--- config.mk ---
export PLATFORM = sky130hd
export DESIGN_NAME = smrs_top
export DESIGN_NICKNAME = d
export VERILOG_FILES = /design/src/smrs_regfile.v /design/src/smrs_top.v
export VERILOG_INCLUDE_DIRS = /design/src
export SDC_FILE = /design/constraint.sdc
export NUM_CORES = 1
export LEC_CHECK = 0
export BUFFER_PORTS_ARGS = -buffer_cell sky130_fd_sc_hd__buf_2
export CORE_MARGIN = 2
export CORE_UTILIZATION = 60
export CTS_CLUSTER_DIAMETER = 100
export DETAILED_ROUTE_END_ITERATION = 10
export PLACE_DENSITY = 0.79
export SKIP_CTS_REPAIR_TIMING = 1
export SYNTH_ARGS = -nofsm -noshare
export SYNTH_HDL_FRONTEND = slang
export SYNTH_SLANG_ARGS = --single-unit
--- constraint.sdc ---
create_clock -name clk_i -period 6.1 [get_ports clk_i]
set_clock_uncertainty 0.05 [all_clocks]
set_input_delay 0 -clock clk_i [delete_from_list [all_inputs] [get_ports clk_i]]
set_output_delay 0 -clock clk_i [all_outputs]
set_load 0.05 [all_outputs]
--- src/smrs_map.vh ---
// constants, register offsets and codes for the bus port and rate selection
// Summary of operation
// - bus address is captured once at power-up from four strap inputs.
// - seven-bit address is 0x18 plus strap value, 0x18 to 0x27.
// - address byte is eight bits; lsb 0 means write, 1 means read.
// - role select not low at power-up: ignore straps, answer write address 0x30.
// - after capture, registers are read and written over the two-wire bus.
// - data and clock lines are only pulled low or released, never driven high.
// - rate register upper nibble restricts coarse tuning set and divider ratios.
// - rate codes 0x26,0x36,0x46,0xa6,0xb6,0xc6 select fixed tuning and divider sets.
// - nibble 4'b1111 picks group and tuning automatically; dividers 8 and 1.
// - dividers switch among permitted ratios without further register writes.
// - frequency lock: measured count within tolerance of expected count.
// - two frequency groups, group 1 reached only in ethernet mode; ethernet: group 0 1.25G, group 1 10.3125G.
// - group 0 count at group0_count_low/group0_count_high, group 1 at group1_count_low/group1_count_high, tolerance count_tolerance.
// - high count register: seven low bits upper count, bit 7 manual load.
// - tolerance register holds two four-bit tolerances, one per group.
`ifndef SMRS_MAP_VH
`define SMRS_MAP_VH

// register offsets
`define SMRS_OFS_RATE 8'h2f
`define SMRS_OFS_G0_LO 8'h60
`define SMRS_OFS_G0_HI 8'h61
`define SMRS_OFS_G1_LO 8'h62
`define SMRS_OFS_G1_HI 8'h63
`define SMRS_OFS_TOL 8'h64
`define SMRS_REG_RESET 8'h00

// addressing
`define SMRS_ADDR_BASE 7'h18
`define SMRS_ADDR_TEST 7'h18
`define SMRS_CAP_WAIT 2'h3
`define SMRS_BITS_BYTE 4'h8

// rate nibble codes
`define SMRS_RATE_IB 4'h2
`define SMRS_RATE_CPRI1 4'h3
`define SMRS_RATE_CPRI2 4'h4
`define SMRS_RATE_PROP3 4'ha
`define SMRS_RATE_ILK1 4'hb
`define SMRS_RATE_ILK2 4'hc
`define SMRS_RATE_ETH 4'hf

// divider masks: bit0 /1, bit1 /2, bit2 /4, bit3 /8
`define SMRS_DIV_124 4'h7
`define SMRS_DIV_24 4'h6
`define SMRS_DIV_2 4'h2
`define SMRS_DIV_1 4'h1
`define SMRS_DIV_8 4'h8
`define SMRS_DIV_ANY 4'hf

// coarse tuning preset sets
`define SMRS_VCO_FREE 3'h0
`define SMRS_VCO_10G0 3'h1
`define SMRS_VCO_9G8304 3'h2
`define SMRS_VCO_12G288 3'h3
`define SMRS_VCO_12G5 3'h4
`define SMRS_VCO_10G3125 3'h5

// high count and tolerance register fields
`define SMRS_HI_MANUAL 7
`define SMRS_TOL_G0_LSB 0
`define SMRS_TOL_G1_LSB 4

`endif

--- src/smrs_regfile.v ---
// register storage for rate and frequency-lock settings
`timescale 1ns/10ps
`default_nettype none
`include "smrs_map.vh"
module smrs_regfile (
  // clock and reset
  input wire clk_i,
  input wire rst_i,
  input wire ce_i,
  // access port
  input wire we_i,
  input wire [7:0] waddr_i,
  input wire [7:0] wdata_i,
  input wire [7:0] raddr_i,
  output reg [7:0] rdata_o,
  // register contents
  output reg [7:0] rate_o,
  output reg [7:0] g0_lo_o,
  output reg [7:0] g0_hi_o,
  output reg [7:0] g1_lo_o,
  output reg [7:0] g1_hi_o,
  output reg [7:0] tol_o
);

  reg [7:0] rd_nxt;

  // read mux; unmapped offsets read as zero
  always @*
  begin
    case (raddr_i)
      `SMRS_OFS_RATE: rd_nxt = rate_o;
      `SMRS_OFS_G0_LO: rd_nxt = g0_lo_o;
      `SMRS_OFS_G0_HI: rd_nxt = g0_hi_o;
      `SMRS_OFS_G1_LO: rd_nxt = g1_lo_o;
      `SMRS_OFS_G1_HI: rd_nxt = g1_hi_o;
      `SMRS_OFS_TOL: rd_nxt = tol_o;
      default: rd_nxt = 8'h00;
    endcase
  end

  // storage; writes to unmapped offsets are dropped
  always @(posedge clk_i or posedge rst_i)
  begin
    if (rst_i)
    begin
      rdata_o <= `SMRS_REG_RESET;
      rate_o <= `SMRS_REG_RESET;
      g0_lo_o <= `SMRS_REG_RESET;
      g0_hi_o <= `SMRS_REG_RESET;
      g1_lo_o <= `SMRS_REG_RESET;
      g1_hi_o <= `SMRS_REG_RESET;
      tol_o <= `SMRS_REG_RESET;
    end
    else if (ce_i)
    begin
      rdata_o <= rd_nxt;
      if (we_i)
      begin
        case (waddr_i)
          `SMRS_OFS_RATE: rate_o <= wdata_i;
          `SMRS_OFS_G0_LO: g0_lo_o <= wdata_i;
          `SMRS_OFS_G0_HI: g0_hi_o <= wdata_i;
          `SMRS_OFS_G1_LO: g1_lo_o <= wdata_i;
          `SMRS_OFS_G1_HI: g1_hi_o <= wdata_i;
          `SMRS_OFS_TOL: tol_o <= wdata_i;
          default: rate_o <= rate_o;
        endcase
      end
    end
  end

endmodule
`default_nettype wire

--- src/smrs_top.v ---
// two-wire slave port with strap address capture, rate select and lock check
`timescale 1ns/10ps
`default_nettype none
`include "smrs_map.vh"
module smrs_top (
  // clock, reset, enable
  input wire clk_i,
  input wire rst_i,
  input wire ce_i,
  // two-wire bus, open drain
  input wire serial_clock_line_i,
  output reg serial_clock_line_o,
  output reg serial_clock_line_oe_o,
  input wire sda_i,
  output reg sda_o,
  output reg sda_oe_o,
  // power-up straps
  input wire [3:0] address_strap_lines_i,
  input wire bus_role_select_i,
  // lock measurement from the recovery loop
  input wire lock_fail_i,
  input wire [14:0] meas_count_i,
  input wire meas_valid_i,
  // status
  output reg [6:0] bus_addr_o,
  output reg addr_valid_o,
  output reg [3:0] div_allowed_o,
  output reg [3:0] div_sel_o,
  output reg freq_group_o,
  output reg [2:0] vco_set_o,
  output reg freq_lock_o
);

  // one-hot protocol states
  localparam [8:0] ST_IDLE = 9'h001;
  localparam [8:0] ST_ADDR = 9'h002;
  localparam [8:0] ST_AACK = 9'h004;
  localparam [8:0] ST_REG = 9'h008;
  localparam [8:0] ST_RACK = 9'h010;
  localparam [8:0] ST_WR = 9'h020;
  localparam [8:0] ST_WACK = 9'h040;
  localparam [8:0] ST_RD = 9'h080;
  localparam [8:0] ST_MACK = 9'h100;

  reg [2:0] scl_sync_r;
  reg [2:0] sda_sync_r;
  reg [3:0] strap_s1_r;
  reg [3:0] strap_s2_r;
  reg role_s1_r;
  reg role_s2_r;
  reg [1:0] cap_cnt_r;
  reg [8:0] st_r;
  reg [3:0] bit_cnt_r;
  reg [7:0] sh_r;
  reg [7:0] rsh_r;
  reg [7:0] ptr_r;
  reg rw_r;
  reg mnack_r;
  reg we_r;
  reg [7:0] wdata_r;
  reg [3:0] last_nib_r;
  wire scl_rise;
  wire scl_fall;
  wire start_det;
  wire stop_det;
  wire [7:0] rdata;
  wire [7:0] rate;
  wire [7:0] g0_lo;
  wire [7:0] g0_hi;
  wire [7:0] g1_lo;
  wire [7:0] g1_hi;
  wire [7:0] tol;
  wire [3:0] nib;
  reg [3:0] mask0;
  reg [3:0] mask1;
  reg [2:0] vco_nxt;
  wire [3:0] mask_cur;
  wire [14:0] exp_cnt;
  wire manual;
  wire [3:0] tol_cur;
  wire [14:0] diff;

  // the next permitted divider above the current one, wrapping to the lowest
  function [3:0] next_div;
    input [3:0] m;
    input [3:0] c;
    reg [3:0] above;
    begin
      above = m & ~(c | (c - 4'h1));
      if (above != 4'h0)
        next_div = above & (~above + 4'h1);
      else
        next_div = m & (~m + 4'h1);
    end
  endfunction

  // pin synchronisers; stage 0 is only read by stage 1
  always @(posedge clk_i or posedge rst_i)
  begin
    if (rst_i)
    begin
      scl_sync_r <= 3'h7;
      sda_sync_r <= 3'h7;
      strap_s1_r <= 4'h0;
      strap_s2_r <= 4'h0;
      role_s1_r <= 1'b0;
      role_s2_r <= 1'b0;
    end
    else if (ce_i)
    begin
      scl_sync_r <= {scl_sync_r[1:0], serial_clock_line_i};
      sda_sync_r <= {sda_sync_r[1:0], sda_i};
      strap_s1_r <= address_strap_lines_i;
      strap_s2_r <= strap_s1_r;
      role_s1_r <= bus_role_select_i;
      role_s2_r <= role_s1_r;
    end
  end

  // bus events seen on the synchronised copies
  assign scl_rise = scl_sync_r[1] & ~scl_sync_r[2];
  assign scl_fall = ~scl_sync_r[1] & scl_sync_r[2];
  assign start_det = scl_sync_r[1] & scl_sync_r[2] & ~sda_sync_r[1] & sda_sync_r[2];
  assign stop_det = scl_sync_r[1] & scl_sync_r[2] & sda_sync_r[1] & ~sda_sync_r[2];

  // address capture once after reset release, after the straps cleared the synchroniser;
  // later strap changes are ignored until the next reset
  always @(posedge clk_i or posedge rst_i)
  begin
    if (rst_i)
    begin
      cap_cnt_r <= 2'h0;
      addr_valid_o <= 1'b0;
      bus_addr_o <= `SMRS_ADDR_TEST;
    end
    else if (ce_i && !addr_valid_o)
    begin
      if (cap_cnt_r == `SMRS_CAP_WAIT)
      begin
        addr_valid_o <= 1'b1;
        if (role_s2_r)
          bus_addr_o <= `SMRS_ADDR_TEST;
        else
          bus_addr_o <= `SMRS_ADDR_BASE + {3'h0, strap_s2_r};
      end
      else
        cap_cnt_r <= cap_cnt_r + 2'h1;
    end
  end

  // protocol engine: shifts on clock rise, changes the data line on clock fall
  always @(posedge clk_i or posedge rst_i)
  begin
    if (rst_i)
    begin
      st_r <= ST_IDLE;
      bit_cnt_r <= 4'h0;
      sh_r <= 8'h00;
      rsh_r <= 8'h00;
      ptr_r <= 8'h00;
      rw_r <= 1'b0;
      mnack_r <= 1'b0;
      we_r <= 1'b0;
      wdata_r <= 8'h00;
      sda_oe_o <= 1'b0;
    end
    else if (ce_i)
    begin
      we_r <= 1'b0;
      if (!addr_valid_o)
        st_r <= ST_IDLE;
      else if (start_det)
      begin
        st_r <= ST_ADDR;
        bit_cnt_r <= 4'h0;
        sda_oe_o <= 1'b0;
      end
      else if (stop_det)
      begin
        st_r <= ST_IDLE;
        sda_oe_o <= 1'b0;
      end
      else if (scl_rise)
      begin
        case (st_r)
          ST_ADDR, ST_REG, ST_WR:
          begin
            sh_r <= {sh_r[6:0], sda_sync_r[1]};
            bit_cnt_r <= bit_cnt_r + 4'h1;
          end
          ST_RD:
          begin
            rsh_r <= {rsh_r[6:0], 1'b0};
            bit_cnt_r <= bit_cnt_r + 4'h1;
          end
          ST_MACK:
          begin
            mnack_r <= sda_sync_r[1];
            if (!sda_sync_r[1])
              ptr_r <= ptr_r + 8'h01; // next byte readable before the fall
          end
          default: st_r <= st_r;
        endcase
      end
      else if (scl_fall)
      begin
        case (st_r)
          ST_ADDR:
          begin
            if (bit_cnt_r == `SMRS_BITS_BYTE)
            begin
              if (sh_r[7:1] == bus_addr_o)
              begin
                st_r <= ST_AACK;
                rw_r <= sh_r[0];
                sda_oe_o <= 1'b1;
              end
              else
                st_r <= ST_IDLE;
            end
          end
          ST_AACK:
          begin
            bit_cnt_r <= 4'h0;
            if (rw_r)
            begin
              st_r <= ST_RD;
              rsh_r <= rdata;
              sda_oe_o <= ~rdata[7];
            end
            else
            begin
              st_r <= ST_REG;
              sda_oe_o <= 1'b0;
            end
          end
          ST_REG:
          begin
            if (bit_cnt_r == `SMRS_BITS_BYTE)
            begin
              ptr_r <= sh_r;
              st_r <= ST_RACK;
              sda_oe_o <= 1'b1;
            end
          end
          ST_RACK:
          begin
            st_r <= ST_WR;
            bit_cnt_r <= 4'h0;
            sda_oe_o <= 1'b0;
          end
          ST_WR:
          begin
            if (bit_cnt_r == `SMRS_BITS_BYTE)
            begin
              we_r <= 1'b1;
              wdata_r <= sh_r;
              st_r <= ST_WACK;
              sda_oe_o <= 1'b1;
            end
          end
          ST_WACK:
          begin
            ptr_r <= ptr_r + 8'h01;
            st_r <= ST_WR;
            bit_cnt_r <= 4'h0;
            sda_oe_o <= 1'b0;
          end
          ST_RD:
          begin
            if (bit_cnt_r == `SMRS_BITS_BYTE)
            begin
              st_r <= ST_MACK;
              sda_oe_o <= 1'b0;
            end
            else
              sda_oe_o <= ~rsh_r[7];
          end
          ST_MACK:
          begin
            bit_cnt_r <= 4'h0;
            if (mnack_r)
              st_r <= ST_IDLE;
            else
            begin
              st_r <= ST_RD;
              rsh_r <= rdata;
              sda_oe_o <= ~rdata[7];
            end
          end
          ST_IDLE: st_r <= ST_IDLE;
          default: st_r <= ST_IDLE;
        endcase
      end
    end
  end

  // the pins only ever pull low; clock is never stretched
  always @(posedge clk_i or posedge rst_i)
  begin
    if (rst_i)
    begin
      sda_o <= 1'b0;
      serial_clock_line_o <= 1'b0;
      serial_clock_line_oe_o <= 1'b0;
    end
    else if (ce_i)
    begin
      sda_o <= 1'b0;
      serial_clock_line_o <= 1'b0;
      serial_clock_line_oe_o <= 1'b0;
    end
  end

  smrs_regfile u_regs (
    .clk_i(clk_i),
    .rst_i(rst_i),
    .ce_i(ce_i),
    .we_i(we_r),
    .waddr_i(ptr_r),
    .wdata_i(wdata_r),
    .raddr_i(ptr_r),
    .rdata_o(rdata),
    .rate_o(rate),
    .g0_lo_o(g0_lo),
    .g0_hi_o(g0_hi),
    .g1_lo_o(g1_lo),
    .g1_hi_o(g1_hi),
    .tol_o(tol)
  );

  assign nib = rate[7:4];

  // rate nibble to divider sets per group and coarse tuning preset
  always @*
  begin
    case (nib)
      `SMRS_RATE_IB:
      begin
        mask0 = `SMRS_DIV_124;
        mask1 = `SMRS_DIV_124;
        vco_nxt = `SMRS_VCO_10G0;
      end
      `SMRS_RATE_CPRI1:
      begin
        mask0 = `SMRS_DIV_124;
        mask1 = `SMRS_DIV_124;
        vco_nxt = `SMRS_VCO_9G8304;
      end
      `SMRS_RATE_CPRI2:
      begin
        mask0 = `SMRS_DIV_24;
        mask1 = `SMRS_DIV_24;
        vco_nxt = `SMRS_VCO_12G288;
      end
      `SMRS_RATE_PROP3:
      begin
        mask0 = `SMRS_DIV_2;
        mask1 = `SMRS_DIV_2;
        vco_nxt = `SMRS_VCO_12G5;
      end
      `SMRS_RATE_ILK1:
      begin
        mask0 = `SMRS_DIV_24;
        mask1 = `SMRS_DIV_24;
        vco_nxt = `SMRS_VCO_12G5;
      end
      `SMRS_RATE_ILK2:
      begin
        mask0 = `SMRS_DIV_1;
        mask1 = `SMRS_DIV_1;
        vco_nxt = `SMRS_VCO_10G3125;
      end
      `SMRS_RATE_ETH:
      begin
        mask0 = `SMRS_DIV_8;
        mask1 = `SMRS_DIV_1;
        vco_nxt = freq_group_o ? `SMRS_VCO_10G3125 : `SMRS_VCO_10G0;
      end
      default:
      begin
        mask0 = `SMRS_DIV_ANY; // unrestricted
        mask1 = `SMRS_DIV_ANY;
        vco_nxt = `SMRS_VCO_FREE;
      end
    endcase
  end

  assign mask_cur = freq_group_o ? mask1 : mask0;

  // divider and group stepping: a new rate code restarts at the lowest ratio,
  // each failed lock attempt moves on without software help
  always @(posedge clk_i or posedge rst_i)
  begin
    if (rst_i)
    begin
      last_nib_r <= 4'h0;
      freq_group_o <= 1'b0;
      div_sel_o <= `SMRS_DIV_1;
      div_allowed_o <= `SMRS_DIV_ANY;
      vco_set_o <= `SMRS_VCO_FREE;
    end
    else if (ce_i)
    begin
      last_nib_r <= nib;
      div_allowed_o <= mask_cur;
      vco_set_o <= vco_nxt;
      if (nib != last_nib_r)
      begin
        freq_group_o <= 1'b0;
        div_sel_o <= mask0 & (~mask0 + 4'h1);
      end
      else if (lock_fail_i)
      begin
        if (nib == `SMRS_RATE_ETH)
        begin
          freq_group_o <= ~freq_group_o;
          div_sel_o <= freq_group_o ? mask0 : mask1;
        end
        else
          div_sel_o <= next_div(mask_cur, div_sel_o);
      end
    end
  end

  // expected count and tolerance of the active group
  assign exp_cnt = freq_group_o ? {g1_hi[6:0], g1_lo} : {g0_hi[6:0], g0_lo};
  assign manual = freq_group_o ? g1_hi[`SMRS_HI_MANUAL] : g0_hi[`SMRS_HI_MANUAL];
  assign tol_cur = freq_group_o ? tol[`SMRS_TOL_G1_LSB+3:`SMRS_TOL_G1_LSB]
                                : tol[`SMRS_TOL_G0_LSB+3:`SMRS_TOL_G0_LSB];
  assign diff = (meas_count_i >= exp_cnt) ? (meas_count_i - exp_cnt)
                                          : (exp_cnt - meas_count_i);

  // lock verdict per measurement; without a manual count no lock is declared,
  // which keeps a stale reset value from passing a false lock
  always @(posedge clk_i or posedge rst_i)
  begin
    if (rst_i)
      freq_lock_o <= 1'b0;
    else if (ce_i)
    begin
      if (lock_fail_i)
        freq_lock_o <= 1'b0;
      else if (meas_valid_i)
        freq_lock_o <= manual && (diff <= {11'h000, tol_cur});
    end
  end

endmodule
`default_nettype wire

==> summary.md, run 1 <==
| Metric | Value |
|---|---|
| Most Used Layer, Global Route | met2 |
| Clock net sink count | 146 |
| Leakage Power | 4.60 nW |
| Async set-or-reset flop fraction in the synthesized netlist | 100% |
| Iteration-0 DRC Markers | 664 |
| Switching Fraction | 30.4% |
| Cell family with most CP delay | compound AO/OA/AOI/OAI gates |
| End-of-flow core utilization | 67.7% |
| Worst Setup End Kind | flip-flop |
| Net count, final | 1006 |
| Distinct cell type count of the synthesized netlist | 76 |
| Worst supply voltage drop on vdd | 0.268 mV |
| Final Hold Violating Endpoints | 1 |
| Global routing met1 resource utilization | approximately 40% |
| Tightest hold margin | -0.0136 ns |
| Global-route wire length before repair | 34500 um |
| Synthesized instance count | 904 |
| Total clock buffers created by CTS | 17 |
| Die footprint | 15900 sq um |
| Count of buffers inserted at the top-level ports | 47 |
| Most common library cell in the layout ignoring fill and taps | sky130_fd_sc_hd__dfrtp_1 |
| I/O pin count | 52 |
| Reg2Reg Launch Point | freq_group_o |
| Combinational cell fraction of total power | 18.2% |
| Power per cell area | 268 nW/um^2 |
| Clock Power Share | between 30% and 40% |
| Power spent charging and discharging nets | 804 uW |
| Data required time of the critical path | about 6.4 ns |
| Met3 usage | 5.52% |
| Number of nets with antenna violations after detailed routing | 0 |
| Cell at the slowest stage of the critical path | sky130_fd_sc_hd__dfrtp_1 |
| Count of state elements after synthesis | 146 |
| Count of TritonRoute iterations in the first routing pass | 5 |
| Final cycle utilization of the critical path | 87.0% |
| Post-detailed-routing wire length | 20900 um |
| GRT Residual Overflow | 0 |
| Routed WL per cell | 18.5 um |
| Avg Inst Size Synth | 9.89 sq um |
| Most used cells in the layout excluding fill and tap cells | 133 x sky130_fd_sc_hd__dfrtp_1, 89 x sky130_fd_sc_hd__mux2_2, 71 x sky130_fd_sc_hd__nand2_1, 60 x sky130_fd_sc_hd__nor2_1, 52 x sky130_fd_sc_hd__inv_1 |
| Violated checks | hold timing |
| Total vias in the final route | 7040 |
| EDFF count, synth | 0 |
| Most frequently used flop master after synthesis | sky130_fd_sc_hd__dfrtp_1 |
| Origin of the worst min-delay path | ce_i |
| Kind of critical path | flip-flop to flip-flop |
| Result of the run | finished with violations |
| Total count of max-transition violations in the final report | 0 |
| Fillers | 1119 |
| Total number of cells along the worst setup path | 19 |
| Source-to-sink clock delay at the later pin of the worst-skew pair | 0.43 ns |
| Count of synthesis-stage warnings from yosys | 0 |
| Cell depth of the worst min-delay path | 4 |
| Vertical extent of the die | approximately 130 um |
| Via-per-instance ratio | 6.22 |
| HPWL Detailed | 14700 um |
| Maximum fanout along the worst path | 20 |
| Number of buffers on the longest clock path | 2 |
| Final worst setup slack | 0.795 ns |
| Actual slew at the worst max-slew pin | 1.15 ns |
| Internal power summed over all cells | 1.84 mW |
| # diodes | 0 |
| Clock tree from TritonCTS | yes |
| Fmax | 188 MHz |
| Netlist area before placement | 8940 sq um |
| Maximum level of the CTS H-tree | 4 |
| Crit path launch type | flip-flop |
| Pin count of the biggest net entering global routing | 91 |
| Starting Density | 61.5% |
| Final worst path period need | 5.31 ns |
| Logic depth of the worst register-to-register path | 19 |
| Initial antenna violation count | 0 |
| Ordered cell list for the critical path | buf_4 > mux2i_1 > inv_1 > ha_1 > a21oi_2 > o21ai_1 > a2111o_1 > o21ba_2 > mux2_2 > ha_1 > nor2b_1 > o21ai_0 > nand2b_1 > a21oi_1 > o21ai_0 > a221oi_1 > o2111ai_1 > or4_1 > o31ai_2 |
| Width of the die | approximately 130 um |
| Row Count | 44 |
| Setup repair after global routing missed its margin | false |
| Global-route total usage across every layer | 27.2% |
| DP Worst Slack | 0.871 ns |
| Kind of path behind the tightest hold check | input pin to flip-flop |
| Final count of negative-setup-slack endpoints | 0 |
| Layout area overhead | 10.1% |
| Summed negative setup slack over all endpoints | 0 ns |
| Number of global-route vias before repair | 6601 |
| Max-Cap Viols | 0 |
| Seq pwr share | 44.3% |
| Number of buffers and inverters on the critical path | 2 |
| Remaining design rule violation count | 0 |
| Share of cells above drive strength 1 | 21.1% |
| Met2 layer usage reported by global route | 41.4% |
| Area of the core | 14500 sq um |
| Clock transition at the registers of the reported paths | 0.06 ns |
| Arr. time, crit path | 5.60 ns |
| CP Launch Point | freq_group_o |
| Gpl congestion | 0.920 |
| Maximum single-stage delay on the critical path | slightly below 0.5 ns |
| Root buffer selected by CTS | sky130_fd_sc_hd__clkbuf_16 |
| Portion of the post-synthesis area used by sequential elements | 41.1% |
| Headroom to the max-slew limit | 23.0% |
[worst reg2reg max path: cells and delay by family, from the launching register on]
family                     cells  cell delay [ns]
DFF                            1             0.49
and+or+nand+nor                3             0.63
AOI/OAI and AO/OA             10             2.13
adders and majority gates      2             0.72
muxes                          2             0.73
buffers and inverters          2             0.47
[layout make-up]
cell class                 count  area (sq um)  area share, %
timing repair buffer          58           338           3.43
sequential                   146          3670           37.3
multi-input combinational    658          4840           49.1
clock inverter                11           104           1.06
inverter                      53           204           2.07
tap                          184           230           2.34
clock buffer                  21           460           4.68
[cells by family (layout without fill, tap and decap cells)]
family                   Yosys count  after routing  share of synthesized area (%)
flip-flops                       146            146                           41.1
XOR/XNOR                          26             26                           2.55
multiplexers                     120            120                           14.7
adder cells (fa/ha/maj)           45             45                           6.47
buffers and inverters            103            143                           4.97
AND/OR/NAND/NOR                  248            248                           13.8
AO/OA/AOI/OAI                    215            215                           16.5
other                              1              4                         0.0420
[synthesized netlist by cell type, drive strengths merged (3+ instances only)]
master / n / share of area [%]
a211oi: 10 / 0.84
a22oi: 12 / 1.0
a21oi: 35 / 2.2
or4: 3 / 0.25
nor3: 13 / 0.73
a31oi: 17 / 1.2
and3: 9 / 0.63
a22o: 9 / 0.88
clkbuf: 33 / 1.4
and2: 6 / 0.42
o21bai: 4 / 0.38
dfstp: 13 / 3.8
nor4b: 3 / 0.29
nand2: 71 / 3.0
or2: 6 / 0.42
o22a: 3 / 0.29
o21a: 5 / 0.42
mux2i: 31 / 3.5
or3: 5 / 0.35
xor2: 11 / 1.1
nand2b: 13 / 0.91
o211ai: 5 / 0.42
xnor2: 15 / 1.5
a221oi: 9 / 0.88
nor3b: 7 / 0.59
a211o: 3 / 0.29
nand4: 13 / 0.91
nor4: 5 / 0.42
mux2: 89 / 11
o21ai: 59 / 3.3
nor2b: 9 / 0.63
buf: 17 / 1.3
nand3: 17 / 0.95
ha: 43 / 6.0
o41ai: 5 / 0.70
dfrtp: 133 / 37
nor2: 60 / 2.5
a21o: 8 / 0.67
o22ai: 4 / 0.28
inv: 53 / 2.2
o31ai: 12 / 1.1
[through the flow]
step                      power (mW)  instance area [sq um]  std cells
after floorplan                 1.54                   8950        907
after global placement          1.64                   9200       1091
after detailed placement        1.65                   9200       1091
after CTS                       2.65                   9760       1123
after global routing            2.78                   9840       1131
final                           2.64                   9840       1131
[metal layers]
metal,up-vias,wire (um)
li1,3320,-
met1,3441,9680
met2,244,9610
met3,35,1170
met4,0,413
met5,-,0
[sequential cells by signal, summed over array words and instances (netlist names), 4 cells and up]
| name | count |
|---|---|
| ptr_r | 8 |
| wdata_r | 8 |
| bus_addr_o | 5 |
| u_regs.g0_lo_o | 8 |
| div_allowed_o | 4 |
| strap_s2_r | 4 |
| last_nib_r | 4 |
| sh_r | 8 |
| strap_s1_r | 4 |
| st_r | 9 |
| u_regs.rdata_o | 8 |
| u_regs.g1_hi_o | 8 |
| u_regs.g0_hi_o | 8 |
| rsh_r | 8 |
| u_regs.tol_o | 8 |
| div_sel_o | 4 |
| bit_cnt_r | 4 |
| u_regs.rate_o | 8 |
| u_regs.g1_lo_o | 8 |
[final timing paths]
path                                     end  slack (ns)
min in group asynchronous       vco_set_o[1]        0.24
max in group asynchronous  u_regs.g0_hi_o[7]        4.55
setup reg to reg                 freq_lock_o        0.79
hold / removal                          we_r       -0.01
setup / recovery                 freq_lock_o        0.79
hold reg to reg                 cap_cnt_r[0]        0.43
[power groups by stage]
stage,combinational (mW),sequential [mW],clock [mW]
after floorplan,0.333,1.21,0
after global placement,0.463,1.18,0
after detailed placement,0.471,1.18,0
after CTS,0.475,1.17,1.01
after global routing,0.539,1.19,1.05
final,0.480,1.17,0.993
(Power assumes the default switching activity.)
==> run 2, diff against run 1 <==
--- a/config.mk
+++ b/config.mk
@@ -8,10 +8,10 @@
 export LEC_CHECK = 0
 export BUFFER_PORTS_ARGS = -buffer_cell sky130_fd_sc_hd__buf_2
 export CORE_MARGIN = 2
-export CORE_UTILIZATION = 60
+export CORE_UTILIZATION = 55
 export CTS_CLUSTER_DIAMETER = 100
 export DETAILED_ROUTE_END_ITERATION = 10
-export PLACE_DENSITY = 0.79
+export PLACE_DENSITY = 0.73
 export SKIP_CTS_REPAIR_TIMING = 1
 export SYNTH_ARGS = -nofsm -noshare
 export SYNTH_HDL_FRONTEND = slang
==> summary.md, run 2 (same netlist as run 1, synthesis figures left out) <==
| Metric | Value |
|---|---|
| Via-per-instance ratio | around 6 |
| Headroom to the max-slew limit | 14.7% |
| Most used cells in the layout excluding fill and tap cells | 133 x sky130_fd_sc_hd__dfrtp_1, 89 x sky130_fd_sc_hd__mux2_2, 71 x sky130_fd_sc_hd__nand2_1, 60 x sky130_fd_sc_hd__nor2_1, 52 x sky130_fd_sc_hd__inv_1 |
| Met1 routed wirelength after detailed routing | 9610 um |
| Clock tree from TritonCTS | yes |
| I/O pin count | 52 |
| DP Worst Slack | 0.856 ns |
| Total chip power | 2.75 mW |
| Row Count | 46 |
| Routed wire length on met3 | around 1100 um |
| Area of the core | roughly 16000 sq um |
| Gpl congestion | about 0.9 |
| Switching Fraction | 28.6% |
| Seq pwr share | a little over two fifths |
| Final cycle utilization of the critical path | between 80 and 90% |
| Total vias in the final route | 6996 |
| Count of buffers inserted at the top-level ports | 47 |
| Layout area overhead | 11.4% |
| Root buffer selected by CTS | sky130_fd_sc_hd__clkbuf_16 |
| Detail Route met2 WL | roughly 9600 um |
| Post-detailed-routing wire length | 20700 um |
| Die footprint | 17300 sq um |
| Actual slew at the worst max-slew pin | 1.28 ns |
| Final worst setup slack | 0.768 ns |
| # diodes | 0 |
| Power per cell area | 276 nW/um^2 |
| Crit path launch type | flip-flop |
| Kind of critical path | flip-flop to flip-flop |
| Most common library cell in the layout ignoring fill and taps | sky130_fd_sc_hd__dfrtp_1 |
| Global-route wire length before repair | 34100 um |
| Clock Power Share | 40.2% |
| Total clock buffers created by CTS | 17 |
| Register containing the most flip-flops in the final layout | st_r |
| Share of cells above drive strength 1 | about a fifth |
| Clock transition at the registers of the reported paths | 0.06 ns |
| Power spent charging and discharging nets | 786 uW |
| Kind of path behind the tightest hold check | input pin to flip-flop |
| Starting Density | 56.3% |
| Remaining design rule violation count | 0 |
| Final count of negative-setup-slack endpoints | 0 |
| Initial antenna violation count | 0 |
| Iteration-0 DRC Markers | 555 |
| Setup repair after global routing missed its margin | false |
| Global-route total usage across every layer | around a quarter |
| Combinational cell fraction of total power | about 17% |
| Final Hold Violating Endpoints | 0 |
| Uppermost routed layer | met4 |
| Pin count of the biggest net entering global routing | approximately 90 |
| Total count of max-transition violations in the final report | 0 |
| Number of buffers on the longest clock path | 2 |
| HPWL Detailed | 14900 um |
| Net count, final | 1007 |
| GRT Residual Overflow | 0 |
| Summed negative setup slack over all endpoints | 0 ns |
| Vertical extent of the die | 131 um |
| Maximum level of the CTS H-tree | 4 |
| Width of the die | 131 um |
| Source-to-sink clock delay at the later pin of the worst-skew pair | 0.42 ns |
| Maximum fanout along the worst path | 21 |
| Arr. time, crit path | 5.61 ns |
| End-of-flow core utilization | 62.7% |
| Number of nets with antenna violations after detailed routing | 0 |
| Number of global-route vias before repair | 6564 |
| Worst supply voltage drop on vdd | 0.200 mV |
| Fmax | 188 MHz |
| Result of the run | finished, final reports clean |
| Count of TritonRoute iterations in the first routing pass | 5 |
| Worst Setup End Kind | flip-flop |
| Clock net sink count | 146 |
| Internal power summed over all cells | between 1.5 and 2 mW |
| Routed WL per cell | 17.8 um |
| Largest register FFs | 9 |
| Final worst path period need | between 5 and 6 ns |
| Data required time of the critical path | 6.38 ns |
| Max-Cap Viols | 0 |
| Leakage Power | 4.63 nW |
-- run 2: cell types whose count changed in the layout (fill, tap and decap cells not counted), sizes merged --
cell / previous run / this run
clkbuf: 21 / 24
dlygate4sd3: 8 / 9
bufinv: 1 / 4
inv: 55 / 54
clkinvlp: 2 / 1
clkinv: 6 / 2
-- run 2: worst max-delay path: stages (launching register included) --
cell and delay [ns]:
sky130_fd_sc_hd__dfrtp_1 0.44, sky130_fd_sc_hd__buf_4 0.40, sky130_fd_sc_hd__mux2i_1 0.32, sky130_fd_sc_hd__inv_1 0.07
sky130_fd_sc_hd__ha_1 0.43, sky130_fd_sc_hd__a21oi_4 0.18, sky130_fd_sc_hd__o21ai_1 0.08, sky130_fd_sc_hd__a2111o_1 0.43
sky130_fd_sc_hd__o21ba_2 0.46, sky130_fd_sc_hd__mux2_2 0.39, sky130_fd_sc_hd__ha_1 0.30, sky130_fd_sc_hd__nor2b_1 0.13
sky130_fd_sc_hd__o21ai_0 0.15, sky130_fd_sc_hd__nand2b_1 0.07, sky130_fd_sc_hd__a21oi_1 0.15, sky130_fd_sc_hd__o21ai_0 0.13
sky130_fd_sc_hd__a221oi_1 0.25, sky130_fd_sc_hd__o2111ai_1 0.16, sky130_fd_sc_hd__or4_1 0.44, sky130_fd_sc_hd__o31ai_2 0.18
-- run 2: area by class of cell --
type | instances | area (sq um)
Fill cell | 1338 | 5930
Multi-Input combinational cell | 658 | 4840
Sequential cell | 146 | 3670
Clock buffer | 24 | 472
Timing Repair Buffer | 59 | 348
Tap cell | 216 | 270
Inverter | 53 | 204
Clock inverter | 8 | 154
-- run 2: through the flow --
stage	hold WS (ns)	instances	area, sq um
finish	0.0769	1164	9950
global route	0.0716	1164	9950
CTS	-0.287	1155	9860
detailed placement	0.162	1123	9240
global placement	0.161	1123	9240
floorplan	0.102	907	8950
-- run 2: routing by layer --
| metal | vias up | global-route usage (%) |
|---|---|---|
| met5 | - | 0 |
| li1 | 3321 | - |
| met3 | 34 | 4.63 |
| met2 | 213 | 38.1 |
| met1 | 3428 | 34.4 |
| met4 | 0 | 9.06 |
-- run 2: worst paths after layout --
path	startpoint	to	slack, ns	depth (start not counted)
worst max register to register	freq_group_o	freq_lock_o	0.77	19
min in group asynchronous	rst_i	sh_r[5]	0.24	3
worst max-delay path	freq_group_o	freq_lock_o	0.77	19
worst min register to register	rsh_r[0]	rsh_r[0]	0.43	2
worst min-delay path	meas_valid_i	freq_lock_o	0.08	4
max in group asynchronous	rst_i	bit_cnt_r[3]	4.51	4
-- run 2: power by group through the flow --
| stage | sequential (mW) | clock [mW] | combinational [mW] |
|---|---|---|---|
| global placement | 1.18 | 0 | 0.465 |
| global route | 1.19 | 1.16 | 0.531 |
| floorplan | 1.21 | 0 | 0.333 |
| finish | 1.17 | 1.11 | 0.476 |
| CTS | 1.17 | 1.12 | 0.473 |
| detailed placement | 1.18 | 0 | 0.471 |
==> run 3, diff against run 2 <==
--- a/config.mk
+++ b/config.mk
@@ -6,6 +6,7 @@
 export SDC_FILE = /design/constraint.sdc
 export NUM_CORES = 1
 export LEC_CHECK = 0
+export ABC_AREA = 1
 export BUFFER_PORTS_ARGS = -buffer_cell sky130_fd_sc_hd__buf_2
 export CORE_MARGIN = 2
 export CORE_UTILIZATION = 55
==> constraint.sdc (replaced) <==
create_clock -name clk_i -period 6.7 [get_ports clk_i]
set_clock_uncertainty 0.05 [all_clocks]
set_input_delay 0 -clock clk_i [delete_from_list [all_inputs] [get_ports clk_i]]
set_output_delay 0 -clock clk_i [all_outputs]
set_load 0.05 [all_outputs]
==> summary.md, run 3 <==
| Metric | Value |
|---|---|
| Most common library cell in the layout ignoring fill and taps | sky130_fd_sc_hd__nand2_1 |
| Layout area overhead | 10.7% |
| Worst supply voltage drop on vdd | 0.185 mV |
| Most frequently used flop master after synthesis | sky130_fd_sc_hd__dfrtp_1 |
| EDFF count, synth | 0 |
| Root buffer selected by CTS | sky130_fd_sc_hd__clkbuf_16 |
| Via-per-instance ratio | 5.45 |
| Remaining design rule violation count | 0 |
| Area of the core | 17100 sq um |
| Most frequently used cell type in the post-synthesis netlist | sky130_fd_sc_hd__nand2_1 |
| Maximum fanout along the worst path | 36 |
| CP most frequent cell | sky130_fd_sc_hd__nand2_1 |
| Share of the synthesized area in the top cell type | 35.1% |
| Number of nets with antenna violations after detailed routing | 0 |
| Final cycle utilization of the critical path | slightly above 60% |
| Arr. time, crit path | 4.36 ns |
| Post-DP Area | 9830 sq um |
| HPWL Detailed | ~19000 um |
| Leakage Power | 5.41 nW |
| Gpl congestion | roughly 0.94 |
| Number of buffers and inverters on the critical path | 3 |
| Count of buffers inserted at the top-level ports | 47 |
| Share of cells above drive strength 1 | ~11% |
| Die footprint | 18300 sq um |
| Distinct cell type count of the synthesized netlist | 55 |
| Actual slew at the worst max-slew pin | 1.04 ns |
| # diodes | 0 |
| Largest register FFs | 9 |
| Ordered cell list for the critical path | buf_4 > nand2_1 > o21ai_0 > inv_1 > ha_1 > nand2_1 > nand2_1 > inv_1 > nand2_1 > nand2_1 > nand2_1 > nand2_2 > nand3_2 > nand3_1 > o21ai_0 > xnor2_1 > ha_1 > a21oi_1 > o21ai_0 > a21oi_1 > nand3_1 > nor2_1 > nand3_1 > o21ai_1 |
| Max-Cap Viols | 0 |
| Result of the run | finished, final reports clean |
| Count of TritonRoute iterations in the first routing pass | 6 |
| Count of state elements after synthesis | 146 |
| Clock transition at the registers of the reported paths | roughly 0.060 ns |
| Post-detailed-routing wire length | 25000 um |
| Leading post-synthesis cells by cell area | sky130_fd_sc_hd__dfrtp_1 35%, sky130_fd_sc_hd__nand2_1 16%, sky130_fd_sc_hd__inv_1 8.0% |
| Maximum level of the CTS H-tree | 4 |
| Final worst setup slack | 2.64 ns |
| Maximum single-stage delay on the critical path | between 0.4 and 0.5 ns |
| Global-route total usage across every layer | roughly 29% |
| Initial antenna violation count | 0 |
| Worst Setup End Kind | flip-flop |
| Placed cell count | 1561 |
| I/O pin count | 52 |
| Crit path launch type | flip-flop |
| Top cell types by occurrence after synthesis | 401 x sky130_fd_sc_hd__nand2_1, 203 x sky130_fd_sc_hd__inv_1, 138 x sky130_fd_sc_hd__o21ai_0, 133 x sky130_fd_sc_hd__dfrtp_1, 77 x sky130_fd_sc_hd__nand3_1 |
| Netlist area before placement | around 9500 sq um |
| Setup repair after global routing missed its margin | false |
| Final worst path period need | 4.06 ns |
| Count of synthesis-stage warnings from yosys | 0 |
| Kind of path behind the tightest hold check | input pin to flip-flop |
| Number of buffers on the longest clock path | 2 |
| Cell accounting for the most synthesized area | sky130_fd_sc_hd__dfrtp_1 |
| Starting Density | 55.7% |
| Avg Inst Size Synth | approximately 7.2 sq um |
| Final count of negative-setup-slack endpoints | 0 |
| Number of global-route vias before repair | 8270 |
| Summed negative setup slack over all endpoints | 0 ns |
| Final cell area excluding filler cells | between 10000 and 15000 sq um |
| Synthesized instance count | 1322 |
| Cell family with most CP delay | simple AND/OR/NAND/NOR gates |
| Data required time of the critical path | between 6 and 7 ns |
| Power per cell area | between 200 and 300 nW/um^2 |
| Total clock buffers created by CTS | 17 |
| Fmax | 246 MHz |
| Cell at the slowest stage of the critical path | sky130_fd_sc_hd__dfrtp_1 |
| Register containing the most flip-flops in the final layout | st_r |
| Total count of max-transition violations in the final report | 0 |
| Net count, final | 1437 |
| GRT Residual Overflow | 0 |
| Source-to-sink clock delay at the later pin of the worst-skew pair | 0.43 ns |
| Clock tree from TritonCTS | yes |
| Non-filler cells, final | 1603 |
| Headroom to the max-slew limit | 30.4% |
| Width of the die | 135 um |
| Portion of the post-synthesis area used by sequential elements | 38.7% |
| Kind of critical path | flip-flop to flip-flop |
| Vertical extent of the die | 135 um |
| DP Worst Slack | 2.73 ns |
| Total vias in the final route | 8738 |
| Most used cells in the layout excluding fill and tap cells | 401 x sky130_fd_sc_hd__nand2_1, 202 x sky130_fd_sc_hd__inv_1, 138 x sky130_fd_sc_hd__o21ai_0, 133 x sky130_fd_sc_hd__dfrtp_1, 77 x sky130_fd_sc_hd__nand3_1 |
| Iteration-0 DRC Markers | 673 |
| Routed WL per cell | roughly 16 um |
| Async set-or-reset flop fraction in the synthesized netlist | 100% |
| Pin count of the biggest net entering global routing | 76 |
| Global-route wire length before repair | 41200 um |
| Row Count | 48 |
| Clock net sink count | 146 |
| Final Hold Violating Endpoints | 0 |
## run 3: changes by cell type after synthesis, sizes merged, moves of 13 or more
cell / before / now
inv: 53 / 212
clkbuf: 33 / 16
o21ai: 59 / 155
nand2b: 13 / 0
nor2: 60 / 80
nand2: 71 / 409
mux2i: 31 / 9
nand3: 17 / 80
mux2: 89 / 2
## run 3: routing by layer
layer	track usage [%]	vias to the layer above	share of wire [%]	wire (um)
li1	-	4324	-	-
met1	39.4	4091	46	11400
met2	45.9	262	46	11500
met3	4.75	61	5.1	1270
met4	10.5	0	3.0	741
met5	0	-	0	0
## run 3: final cells by class
class	count	area (sq um)
flip-flops and latches	146	3670
fillers	1613	6550
well taps	225	282
clock buffers	17	425
repair buffers	60	358
clock inverters	15	150
multi-input cells	925	4810
inverters	215	812
## run 3: worst register-to-register path, delay by kind of cell, from the launching register on
kind                     cells  cell delay [ns]
AO/OA/AOI/OAI                6             0.74
adder cells (fa/ha/maj)      2             0.73
buffers and inverters        3             0.54
flip-flops                   1             0.43
AND/OR/NAND/NOR             12             1.35
XOR/XNOR                     1             0.16
## run 3: stage by stage
step / utilization (%) / total power [mW] / hold WS, ns
final: 61.6 / 2.82 / 0.0263
after global routing: 61.6 / 2.99 / 0.103
after CTS: 61.0 / 2.82 / -0.342
after detailed placement: 57.6 / 1.90 / 0.115
after global placement: 57.6 / 1.89 / 0.111
after floorplan: - / 1.72 / 0.0462
## run 3: cell families after synthesis
kind of cell | share of synthesized area (%)
AND/OR/NAND/NOR | 27.6
buffers and inverters | 10.8
AO/OA/AOI/OAI | 14.2
flip-flops | 38.7
adder cells (fa/ha/maj) | 6.09
XOR/XNOR | 1.38
multiplexers | 1.19
other | 0.0395
## run 3: power by group
part | internal [mW] | switching, mW | total, mW
Clock | 0.522 | 0.403 | 0.925
Sequential | 0.988 | 0.0909 | 1.08
Combinational | 0.270 | 0.548 | 0.818
Total | 1.78 | 1.04 | 2.82
## run 3: worst paths after layout
check | start | endpoint | slack (ns) | cells after the start
min | lock_fail_i | div_sel_o[3] | 0.03 | 6
max | freq_group_o | freq_lock_o | 2.64 | 24
max reg2reg | freq_group_o | freq_lock_o | 2.64 | 24
min reg2reg | sda_sync_r[0] | sda_sync_r[0] | 0.42 | 2
min in group asynchronous | rst_i | div_sel_o[1] | 0.17 | 3
max in group asynchronous | rst_i | u_regs.rdata_o[0] | 5.05 | 4
